## config.mk

```make
export PLATFORM = sky130hd
export DESIGN_NAME = smcl_link
export DESIGN_NICKNAME = d
export VERILOG_FILES = /design/src/rtl/smcl_pkg.sv /design/src/rtl/smcl_rx_char.sv /design/src/rtl/smcl_link.sv
export VERILOG_INCLUDE_DIRS = /design/src /design/src/rtl
export SDC_FILE = /design/constraint.sdc
export NUM_CORES = 1
export LEC_CHECK = 0
export BUFFER_PORTS_ARGS = -buffer_cell sky130_fd_sc_hd__buf_2
export CELL_PAD_IN_SITES_DETAIL_PLACEMENT = 0
export CELL_PAD_IN_SITES_GLOBAL_PLACEMENT = 2
export CORE_ASPECT_RATIO = 1.75
export CORE_MARGIN = 3
export CORE_UTILIZATION = 37
export DETAILED_ROUTE_END_ITERATION = 16
export PLACE_DENSITY_LB_ADDON = 0.3
export SETUP_SLACK_MARGIN = 0.1
export SYNTH_ARGS = -nofsm -noshare
export SYNTH_HDL_FRONTEND = slang
export SYNTH_HIERARCHICAL = 1
export SYNTH_SLANG_ARGS = --single-unit
```

## constraint.sdc

```tcl
create_clock -name core_clk -period 2.04 [get_ports core_clk]
set_input_delay 0.204 -clock core_clk [delete_from_list [all_inputs] [get_ports core_clk]]
set_output_delay 0.204 -clock core_clk [all_outputs]
set_load 0.1 [all_outputs]
```

## src/rtl/smcl_defines.svh

```systemverilog
// Constants for the serial message command link.
// Assumes a 40 MHz core clock; included by bare name.
`ifndef SMCL_DEFINES_SVH
`define SMCL_DEFINES_SVH

`define SMCL_CLK_HZ 40000000
`define SMCL_BAUD 57600
`define SMCL_BIT_CYC (`SMCL_CLK_HZ / `SMCL_BAUD)
`define SMCL_CNT_W 16
`define SMCL_DATA_BITS 7
`define SMCL_FRAME_BITS 10
`define SMCL_MAX_LEN 255
`define SMCL_LEN_W 8
`define SMCL_CH_LF 7'h0a
`define SMCL_CH_CR 7'h0d
`define SMCL_CH_SEMI 7'h3b
`define SMCL_CH_QMARK 7'h3f
`define SMCL_CH_SPACE 7'h20

`endif

```

## src/rtl/smcl_pkg.sv

```systemverilog
// Types for the serial message command link.
// Assumes smcl_defines.svh is on the include path.
`include "smcl_defines.svh"
package smcl_pkg;
    typedef struct packed {
        logic valid;
        logic [6:0] data;
    } smcl_char_t;

    typedef struct packed {
        logic valid;
        logic is_query;
        logic last;
        logic [6:0] data;
    } smcl_msg_t;
endpackage

```

## src/rtl/smcl_rx_char.sv

```systemverilog
// Receiver for one ten-bit odd-parity character.
// Assumes rxd already synchronised to core_clk by the caller.
`include "smcl_defines.svh"
module smcl_rx_char #(
    parameter int BIT_CYC = `SMCL_BIT_CYC
) (
    input wire logic core_clk,
    input wire logic arst_n,
    input wire logic rxd,
    output smcl_pkg::smcl_char_t char_out,
    output logic parity_err
);
    logic busy_reg;
    logic [`SMCL_CNT_W-1:0] cnt_reg;
    logic [3:0] bit_reg;
    logic [8:0] shift_reg;

    ////////////////////////////////////////////////////////////////////
    always_ff @(posedge core_clk or negedge arst_n) begin
        if (!arst_n) begin
            busy_reg <= 1'b0;
            cnt_reg <= '0;
            bit_reg <= '0;
            shift_reg <= '0;
            char_out <= '0;
            parity_err <= 1'b0;
        end else begin
            char_out.valid <= 1'b0;
            parity_err <= 1'b0;
            if (!busy_reg) begin
                if (!rxd) begin
                    busy_reg <= 1'b1;
                    cnt_reg <= `SMCL_CNT_W'(BIT_CYC / 2);
                    bit_reg <= '0;
                end
            end else if (cnt_reg != '0) begin
                cnt_reg <= cnt_reg - 1'b1;
            end else begin
                cnt_reg <= `SMCL_CNT_W'(BIT_CYC - 1);
                bit_reg <= bit_reg + 1'b1;
                if (bit_reg == 4'h0) begin
                    // False start: line back high mid start bit
                    if (rxd)
                        busy_reg <= 1'b0;
                end else if (bit_reg < 4'(`SMCL_FRAME_BITS - 1)) begin
                    shift_reg <= {rxd, shift_reg[8:1]};
                end else begin
                    busy_reg <= 1'b0;
                    // Odd parity: data plus parity holds odd ones
                    if (rxd && ^shift_reg[8:1]) begin
                        char_out.valid <= 1'b1;
                        char_out.data <= shift_reg[7:1];
                    end else begin
                        parity_err <= 1'b1;
                    end
                end
            end
        end
    end
endmodule // smcl_rx_char

```

## src/rtl/smcl_link.sv

```systemverilog
// Serial command link: character framing, message splitting, replies.
// Assumes rxd is an asynchronous pin; the command engine sits on
// core_clk and hands response characters one at a time.
`include "smcl_defines.svh"

// What this block and its host must do
// Ten-bit characters, seven data, odd parity
// Line feed ends a message, CR optional
// Every response ends with CR LF
// Split chained strings at each semicolon
// Host keeps transmission within 255 characters
// Command: mnemonic, space, data; no response
// Query has question mark; needs response
// Start response as soon as possible
// Transmit only in reply to a query
// Host sends command and terminator unbroken
// Host waits 50 ms after a command
// Host waits through response plus 50 ms
// Host starts at most 20 per second
// Drop characters failing odd parity check
module smcl_link #(
    parameter int BIT_CYC = `SMCL_BIT_CYC
) (
    input wire logic core_clk,
    input wire logic arst_n,
    input wire logic rxd,
    output logic txd,
    output smcl_pkg::smcl_msg_t msg_out,
    output logic msg_end,
    output logic overflow,
    output logic parity_drop,
    output logic resp_req,
    input wire logic [6:0] resp_data,
    input wire logic resp_valid,
    input wire logic resp_done,
    output logic resp_ready
);
    typedef enum logic [3:0] {
        SMCL_TX_IDLE = 4'b0001,
        SMCL_TX_BODY = 4'b0010,
        SMCL_TX_CR = 4'b0100,
        SMCL_TX_LF = 4'b1000
    } smcl_tx_state_t;

    logic rxd_meta_reg;
    logic rxd_sync_reg;
    smcl_pkg::smcl_char_t rx_char;
    logic rx_perr;
    logic [`SMCL_LEN_W-1:0] len_reg;
    logic query_reg;
    logic pend_reg;
    logic too_long_reg;
    smcl_tx_state_t tx_state_reg;
    logic [3:0] tx_bit_reg;
    logic [`SMCL_CNT_W-1:0] tx_cnt_reg;
    logic [9:0] tx_shift_reg;
    logic tx_busy_reg;
    logic [6:0] tx_char;
    logic tx_load;

    ////////////////////////////////////////////////////////////////////
    // Pin synchroniser
    always_ff @(posedge core_clk or negedge arst_n) begin
        if (!arst_n) begin
            rxd_meta_reg <= 1'b1;
            rxd_sync_reg <= 1'b1;
        end else begin
            rxd_meta_reg <= rxd;
            rxd_sync_reg <= rxd_meta_reg;
        end
    end

    smcl_rx_char #(
        .BIT_CYC(BIT_CYC)
    ) u_rx (
        .core_clk(core_clk),
        .arst_n(arst_n),
        .rxd(rxd_sync_reg),
        .char_out(rx_char),
        .parity_err(rx_perr)
    );

    ////////////////////////////////////////////////////////////////////
    // Message parsing
    always_ff @(posedge core_clk or negedge arst_n) begin
        if (!arst_n) begin
            msg_out <= '0;
            msg_end <= 1'b0;
            overflow <= 1'b0;
            parity_drop <= 1'b0;
            len_reg <= '0;
            query_reg <= 1'b0;
            pend_reg <= 1'b0;
            too_long_reg <= 1'b0;
        end else begin
            msg_out.valid <= 1'b0;
            msg_end <= 1'b0;
            overflow <= 1'b0;
            parity_drop <= rx_perr;
            if (resp_req && tx_state_reg == SMCL_TX_LF && tx_load)
                pend_reg <= 1'b0;
            if (rx_char.valid) begin
                if (!too_long_reg)
                    len_reg <= len_reg + 1'b1;
                if (len_reg == `SMCL_LEN_W'(`SMCL_MAX_LEN)) begin
                    too_long_reg <= 1'b1;
                    overflow <= ~too_long_reg;
                end
                if (rx_char.data == `SMCL_CH_LF) begin
                    // Either LF alone or CR LF closes the string
                    msg_out.valid <= 1'b1;
                    msg_out.last <= 1'b1;
                    msg_out.is_query <= query_reg;
                    msg_out.data <= `SMCL_CH_LF;
                    msg_end <= 1'b1;
                    if (query_reg)
                        pend_reg <= 1'b1;
                    len_reg <= '0;
                    query_reg <= 1'b0;
                    too_long_reg <= 1'b0;
                end else if (rx_char.data == `SMCL_CH_CR) begin
                    // Swallowed: the LF after it ends the string
                end else if (rx_char.data == `SMCL_CH_SEMI) begin
                    msg_out.valid <= 1'b1;
                    msg_out.last <= 1'b0;
                    msg_out.is_query <= query_reg;
                    msg_out.data <= `SMCL_CH_SEMI;
                    if (query_reg)
                        pend_reg <= 1'b1;
                    query_reg <= 1'b0;
                end else if (!too_long_reg
                        && len_reg != `SMCL_LEN_W'(`SMCL_MAX_LEN)) begin
                    // Commands pass through and raise no response
                    if (rx_char.data == `SMCL_CH_QMARK)
                        query_reg <= 1'b1;
                    msg_out.valid <= 1'b1;
                    msg_out.last <= 1'b0;
                    msg_out.is_query <= 1'b0;
                    msg_out.data <= rx_char.data;
                end
            end
        end
    end

    ////////////////////////////////////////////////////////////////////
    // Response sequencer
    always_comb begin
        case (tx_state_reg)
            SMCL_TX_BODY: tx_char = resp_data;
            SMCL_TX_CR: tx_char = `SMCL_CH_CR;
            SMCL_TX_LF: tx_char = `SMCL_CH_LF;
            default: tx_char = resp_data;
        endcase
    end

    assign tx_load = !tx_busy_reg && (tx_state_reg != SMCL_TX_IDLE)
        && (tx_state_reg != SMCL_TX_BODY || resp_valid);

    always_ff @(posedge core_clk or negedge arst_n) begin
        if (!arst_n) begin
            tx_state_reg <= SMCL_TX_IDLE;
            resp_req <= 1'b0;
            resp_ready <= 1'b0;
        end else begin
            resp_ready <= 1'b0;
            case (tx_state_reg)
                SMCL_TX_IDLE: begin
                    // Only an owed query answer opens a transmission
                    if (pend_reg && msg_end) begin
                        tx_state_reg <= SMCL_TX_BODY;
                        resp_req <= 1'b1;
                    end
                end
                SMCL_TX_BODY: begin
                    if (resp_done && !resp_valid)
                        tx_state_reg <= SMCL_TX_CR;
                    else if (tx_load)
                        resp_ready <= 1'b1;
                end
                SMCL_TX_CR: begin
                    if (tx_load)
                        tx_state_reg <= SMCL_TX_LF;
                end
                SMCL_TX_LF: begin
                    if (tx_load) begin
                        tx_state_reg <= SMCL_TX_IDLE;
                        resp_req <= 1'b0;
                    end
                end
                default: tx_state_reg <= SMCL_TX_IDLE;
            endcase
        end
    end

    ////////////////////////////////////////////////////////////////////
    // Transmit shifter
    always_ff @(posedge core_clk or negedge arst_n) begin
        if (!arst_n) begin
            tx_busy_reg <= 1'b0;
            tx_bit_reg <= '0;
            tx_cnt_reg <= '0;
            tx_shift_reg <= '1;
            txd <= 1'b1;
        end else if (tx_load && !resp_ready) begin
            // Stop, odd parity, data, start
            tx_shift_reg <= {1'b1, ~^tx_char, tx_char, 1'b0};
            tx_busy_reg <= 1'b1;
            tx_bit_reg <= '0;
            tx_cnt_reg <= `SMCL_CNT_W'(BIT_CYC - 1);
            txd <= 1'b0;
        end else if (tx_busy_reg) begin
            if (tx_cnt_reg != '0) begin
                tx_cnt_reg <= tx_cnt_reg - 1'b1;
            end else if (tx_bit_reg == 4'(`SMCL_FRAME_BITS - 1)) begin
                tx_busy_reg <= 1'b0;
                txd <= 1'b1;
            end else begin
                tx_cnt_reg <= `SMCL_CNT_W'(BIT_CYC - 1);
                tx_bit_reg <= tx_bit_reg + 1'b1;
                tx_shift_reg <= {1'b1, tx_shift_reg[9:1]};
                txd <= tx_shift_reg[1];
            end
        end
    end
endmodule // smcl_link

```

==> out/metrics.csv, run 1 <==
metric;value;unit
nets;601;
rsz0062_at_grt;yes;
critPathCaptureType;flip-flop;
syn_inst;491;
start_util;0.381;
dpl.cell_count;728;
cts_tree;done;
drc_errors;0;
cts_buffers;9;
seq_area;0.00252;sq mm
p_leak;3.01;nW
core;0.0135;sq mm
max-cap-violations;0;
hold_viol;0;
synth_flop_cell;dfrtp_1;
grt_overflow;0;
rows;56;
yosys_warnings;6;
worst_pin_slew;608;ps
die_h;162;microns
slew_headroom;0.595;
dpl_worst_slack;11.5;ps
clk-insertion-delay-late;350;ps
cts_sinks;100;
htree_levels;3;
grt_pass1_wl;20100;microns
synth_edf_count;0;
ys_async_sr_fraction;1.00;
ir_drop;362;uV
final_cell_mix;dfrtp_1 (86), buf_4 (53), nor2_1 (39);
vias_per_cell;5.36;
cp_max_fo;4;
hold_class;in2reg;
portBuffers;27;
ys_ff_latch;100;
syn_nets;511;
fillCellCount;1280;
wire_per_inst;16.0;microns
required;2270;ps
p_per_area;663;mW/mm^2
worstSetupPathType;reg2reg;
setup_viol;0;
critPathArrivalTime;2210;ps
wl;12200;microns
syn2layout_area_growth;27.8;%
synthTopCellsByArea;dfrtp_1 (43%), dfstp_2 (6.1%), mux2_2 (4.6%);
min_period;1980;ps
finalPower;4.37;mW
path_buf_inv;1;
netlist.area_leader.share;0.427;
place.gp.congestion;0.792;
fin_cells;760;
layout_setup_ws;63.1;ps
run_status;complete, no violations;
dieArea;0.0154;sq mm
dp_hpwl;9000;microns
yosysUniqueCellTypes;74;
path_cells;or4_4 -> nor4_4 -> buf_4 -> nand3_2 -> a21o_1 -> mux2_2;
multiInputGateArea;0.00276;sq mm
fin_util;0.487;
first_pass_iters;5;
netlist_area;0.00515;sq mm
fin_skew;8.18;ps
final_max_slew_viol_count;0;
grt_util_all_layers;0.165;
grt_pass1_vias;4185;
drt_iter0_drc;113;
fmax;506;MHz
insertedDiodeCount;0;
fin_setup_tns;0;ps
antenna_found_initial;0;
grt_max_degree;42;
final_common_cell;dfrtp_1;
via_count;4071;
die-width;95.2;microns
ios;28;
min_period_over_period;0.969;
cp_slowest_cell;or4_4;
startpoint_type;flip-flop;
drive_gt1_frac;0.340;
ant_nets;0;
seq_area_frac_synth;0.488;
cts_root_buf;clkbuf_16;
cts_max_path_buffers;2;
max_stage_delay;590;ps
synth_area_per_cell;10.5;sq um
yosys.area.top_type;dfrtp_1;
critical_path.top_delay_family;simple AND/OR/NAND/NOR gates;
clk_pin_slew;70;ps
## final cells by class
| type | instances | area share |
|---|---|---|
| clock buffers | 9 | 0.0342 |
| repair buffers | 92 | 0.111 |
| multi-input cells | 363 | 0.419 |
| well taps | 174 | 0.0331 |
| flip-flops and latches | 100 | 0.383 |
| clock inverters | 7 | 0.0118 |
| inverters | 15 | 0.00855 |
## path summary, 6_finish.rpt
kind | startpoint | end | slack [ps] | cells after the start
max in group asynchronous | arst_n | tx_state_reg[0] | 980 | 3
min reg2reg | rxd_meta_reg | rxd_sync_reg | 360 | 0
min | resp_valid | resp_ready | 110 | 3
max reg2reg | tx_cnt_reg[10] | tx_cnt_reg[0] | 60 | 6
min in group asynchronous | arst_n | overflow | 420 | 2
max | tx_cnt_reg[10] | tx_cnt_reg[0] | 60 | 6
## worst min-delay path, cell delays in order
cell and delay (ps):
buf_2 100, inv_1 60, nor4_1 50
## synthesized netlist by cell type (all sizes together), types with 12 or more instances
cell type and instances:
a21o 13, nand3 18, nor3 12, a21oi 24
nand2 36, nor2 43, inv 15, xnor2 19
o21ai 25, mux2 21, dfrtp 88, nor4 12
nand2b 12, dfstp 12
## power by group
| group | total [mW] | leakage, nW | switching [mW] | internal (mW) |
|---|---|---|---|---|
| Sequential | 2.15 | 1.29 | 0.0730 | 2.08 |
| Combinational | 0.523 | 1.58 | 0.283 | 0.240 |
| Clock | 1.69 | 0.144 | 0.824 | 0.868 |
| Total | 4.37 | 3.01 | 1.18 | 3.19 |
## logic make-up (layout without fill, tap and decap cells)
family,count (synthesis),in the layout,share of synthesized area
AO/OA/AOI/OAI,115,115,0.154
XOR/XNOR,28,28,0.0476
adder cells (fa/ha/maj),8,8,0.0194
buffers and inverters,28,123,0.0260
flip-flops,100,100,0.488
multiplexers,23,23,0.0498
AND/OR/NAND/NOR,189,189,0.215
## metal layers
| metal | wire length, microns | GRT usage | vias to the layer above |
|---|---|---|---|
| met5 | 0 | 0 | - |
| met4 | 212 | 0.0480 | 0 |
| met3 | 356 | 0.0283 | 14 |
| met2 | 6730 | 0.307 | 56 |
| met1 | 4850 | 0.189 | 2029 |
| li1 | - | - | 1972 |
## timing repair
action | CTS | global route
gates resized for setup | 10 | 45
hold endpoints to repair | 30 | 0
hold buffers | 2 | 0
pin swaps | 2 | 23
cloned | 0 | 1
buffers inserted | 5 | 8
setup endpoints to repair | 35 | 60
## metrics by stage
stage / cell area [sq um] / hold slack [ps]
after floorplan: 5190 / -91.6
after global placement: 5890 / 249
after detailed placement: 5890 / 249
after CTS: 6300 / 101
after global routing: 6590 / 98.8
final: 6590 / 107
(Power assumes the default switching activity.)
==> inputs of run 2 (changes only) <==
--- a/config.mk
+++ b/config.mk
@@ -12,8 +12,10 @@
 export CORE_ASPECT_RATIO = 1.75
 export CORE_MARGIN = 3
 export CORE_UTILIZATION = 37
+export CTS_CLUSTER_DIAMETER = 50
 export DETAILED_ROUTE_END_ITERATION = 16
 export PLACE_DENSITY_LB_ADDON = 0.3
+export REMOVE_ABC_BUFFERS = 1
 export SETUP_SLACK_MARGIN = 0.1
 export SYNTH_ARGS = -nofsm -noshare
 export SYNTH_HDL_FRONTEND = slang
==> run 2 against run 1 <==
Via count increased by 0.84%. Clock-buffer cell count increased by 1. Non-clock buffer count increased by 3. Final area increased by 0.57%. Worst setup slack got worse by 35 ps. Clock skew decreased by 1.8 ps. Combinational power increased by 3%. Routed wire length increased by 5.2%. Core utilization increased by 0.28 points. Critical path depth unchanged. Hold slack improved by 12 ps. Cell count increased by 0.39%.
==> out/metrics.csv, run 2 (synthesized netlist as in run 1, its figures left out) <==
metric;value;unit;change
min_period;2010;ps;was 1980 ps
wire_per_inst;16.8;microns;was 16.0 microns
dp_hpwl;9250;microns;was 9000 microns
cts_buffers;9;;unchanged
fin_util;0.490;;was 0.487
drt_iter0_drc;182;;was 113
via_count;4105;;was 4,071
core;0.0135;sq mm;unchanged
grt_max_degree;38;;was 42
clk_pin_slew;70;ps;about the same
p_per_area;660;mW/mm^2;was 663 mW/mm^2
die-width;95.2;microns;unchanged
grt_overflow;0;;unchanged
setup_viol;0;;unchanged
htree_levels;3;;unchanged
cts_max_path_buffers;2;;unchanged
cts_root_buf;clkbuf_16;;unchanged
finalPower;4.37;mW;about the same
placed_area;0.00578;sq mm;was 0.00589 sq mm
syn2layout_area_growth;28.5;%;was 27.8%
first_pass_iters;4;;was 5
insertedDiodeCount;0;;unchanged
start_util;0.381;;unchanged
clk-insertion-delay-late;350;ps;about the same
fin_skew;6.42;ps;was 8.18 ps
rsz0062_at_grt;yes;;unchanged
max-cap-violations;0;;unchanged
required;2270;ps;about the same
grt_pass1_wl;20900;microns;was 20,100 microns
path_buf_inv;1;;unchanged
layout_setup_ws;28.2;ps;was 63.1 ps
final_max_slew_viol_count;0;;unchanged
ios;28;;unchanged
cts_tree;done;;unchanged
hold_class;in2reg;;unchanged
nets;604;;was 601
stdcell_area;0.00662;sq mm;was 0.00659 sq mm
dpl_worst_slack;6.51;ps;was 11.5 ps
hold_viol;0;;unchanged
drc_errors;0;;unchanged
final_cell_mix;dfrtp_1 (85), buf_4 (59), nor2_1 (39);;was dfrtp_1 (86), buf_4 (53), nor2_1 (39)
final_common_cell;dfrtp_1;;unchanged
startpoint_type;flip-flop;;unchanged
fmax;497;MHz;was 506 MHz
min_period_over_period;0.986;;was 0.969
die_h;162;microns;unchanged
ant_nets;0;;unchanged
path_cells;or4_4 -> nor4_4 -> buf_4 -> nand3_4 -> a21o_1 -> mux2_2;;was or4_4 -> nor4_4 -> buf_4 -> nand3_2 -> a21o_1 -> mux2_2
cts_sinks;100;;unchanged
cp_max_fo;4;;unchanged
worst_pin_slew;523;ps;was 608 ps
cp_num_cells;6;;unchanged
slew_headroom;0.653;;was 0.595
vias_per_cell;5.38;;was 5.36
p_leak;3.03;nW;was 3.01 nW
ir_drop;479;uV;was 362 uV
dieArea;0.0154;sq mm;unchanged
grt_pass1_vias;4294;;was 4,185
critPathCaptureType;flip-flop;;unchanged
cp_slowest_cell;or4_4;;unchanged
place.gp.congestion;0.769;;was 0.792
reg2reg_depth;6;;unchanged
rows;56;;unchanged
drive_gt1_frac;0.355;;was 0.340
worstHoldPathCells;3;;unchanged
worstSetupPathType;reg2reg;;unchanged
grt_util_all_layers;0.173;;was 0.165
max_stage_delay;590;ps;about the same
critPathArrivalTime;2240;ps;was 2210 ps
antenna_found_initial;0;;unchanged
run_status;complete, no violations;;unchanged
critical_path.top_delay_family;simple AND/OR/NAND/NOR gates;;unchanged
portBuffers;27;;unchanged
wl;12800;microns;was 12,200 microns
run 2: changes by cell type in the layout (fill, tap and decap cells not counted), moves of 3 or more:
| cell | before | now |
|---|---|---|
| mux2_4 | 3 | 9 |
| buf_4 | 53 | 59 |
| nor3_1 | 11 | 8 |
| mux2_2 | 18 | 12 |
run 2: worst paths after layout:
path                               start               end  slack [ps]
min                           resp_valid        resp_ready         120
max reg2reg                tx_cnt_reg[9]     tx_cnt_reg[0]          30
max in group asynchronous         arst_n  u_rx/cnt_reg[10]        1000
min in group asynchronous         arst_n        msg_out[2]         370
min reg2reg                 rxd_meta_reg      rxd_sync_reg         360
max                        tx_cnt_reg[9]     tx_cnt_reg[0]          30
run 2: area by class of cell:
class	count	area, sq um
timing repair buffer	95	701
sequential	100	2520
multi-input combinational	363	2840
clock inverter	6	47.5
fill	1266	6900
clock buffer	10	239
tap	174	218
inverter	15	56.3
run 2: what timing repair did:
action | 4_1_cts | 5_1_grt
hold buffers | 2 | 0
endpoints found under the setup margin | 28 | 51
setup buffers | 5 | 18
cloned | 1 | 0
pin swaps | 6 | 27
resized for setup | 16 | 57
hold endpoints to repair | 25 | 0
run 2: stage by stage:
| step | TNS (ps) | std cells | hold WS, ps |
|---|---|---|---|
| finish | 0 | 763 | 118 |
| global route | -103 | 763 | 113 |
| CTS | 0 | 746 | 103 |
| detailed placement | 0 | 722 | 214 |
| global placement | -53.7 | 722 | 209 |
| floorplan | -668 | 478 | -91.6 |
run 2: where the power goes:
group          switching [mW]  total, mW  internal, mW
combinational           0.270      0.538         0.268
clock                   0.785       1.66         0.872
sequential             0.0970       2.18          2.08
run 2: metal layers:
metal | track usage | wire (microns) | vias to the layer above
met5 | 0 | 0 | -
met4 | 0.0696 | 348 | 0
met3 | 0.0324 | 355 | 22
met1 | 0.186 | 4880 | 2026
li1 | - | - | 1989
met2 | 0.323 | 7210 | 68
run 2: tightest hold or removal path: stages:
cell and delay (ps):
buf_2 110, inv_1 60, nor4_1 50
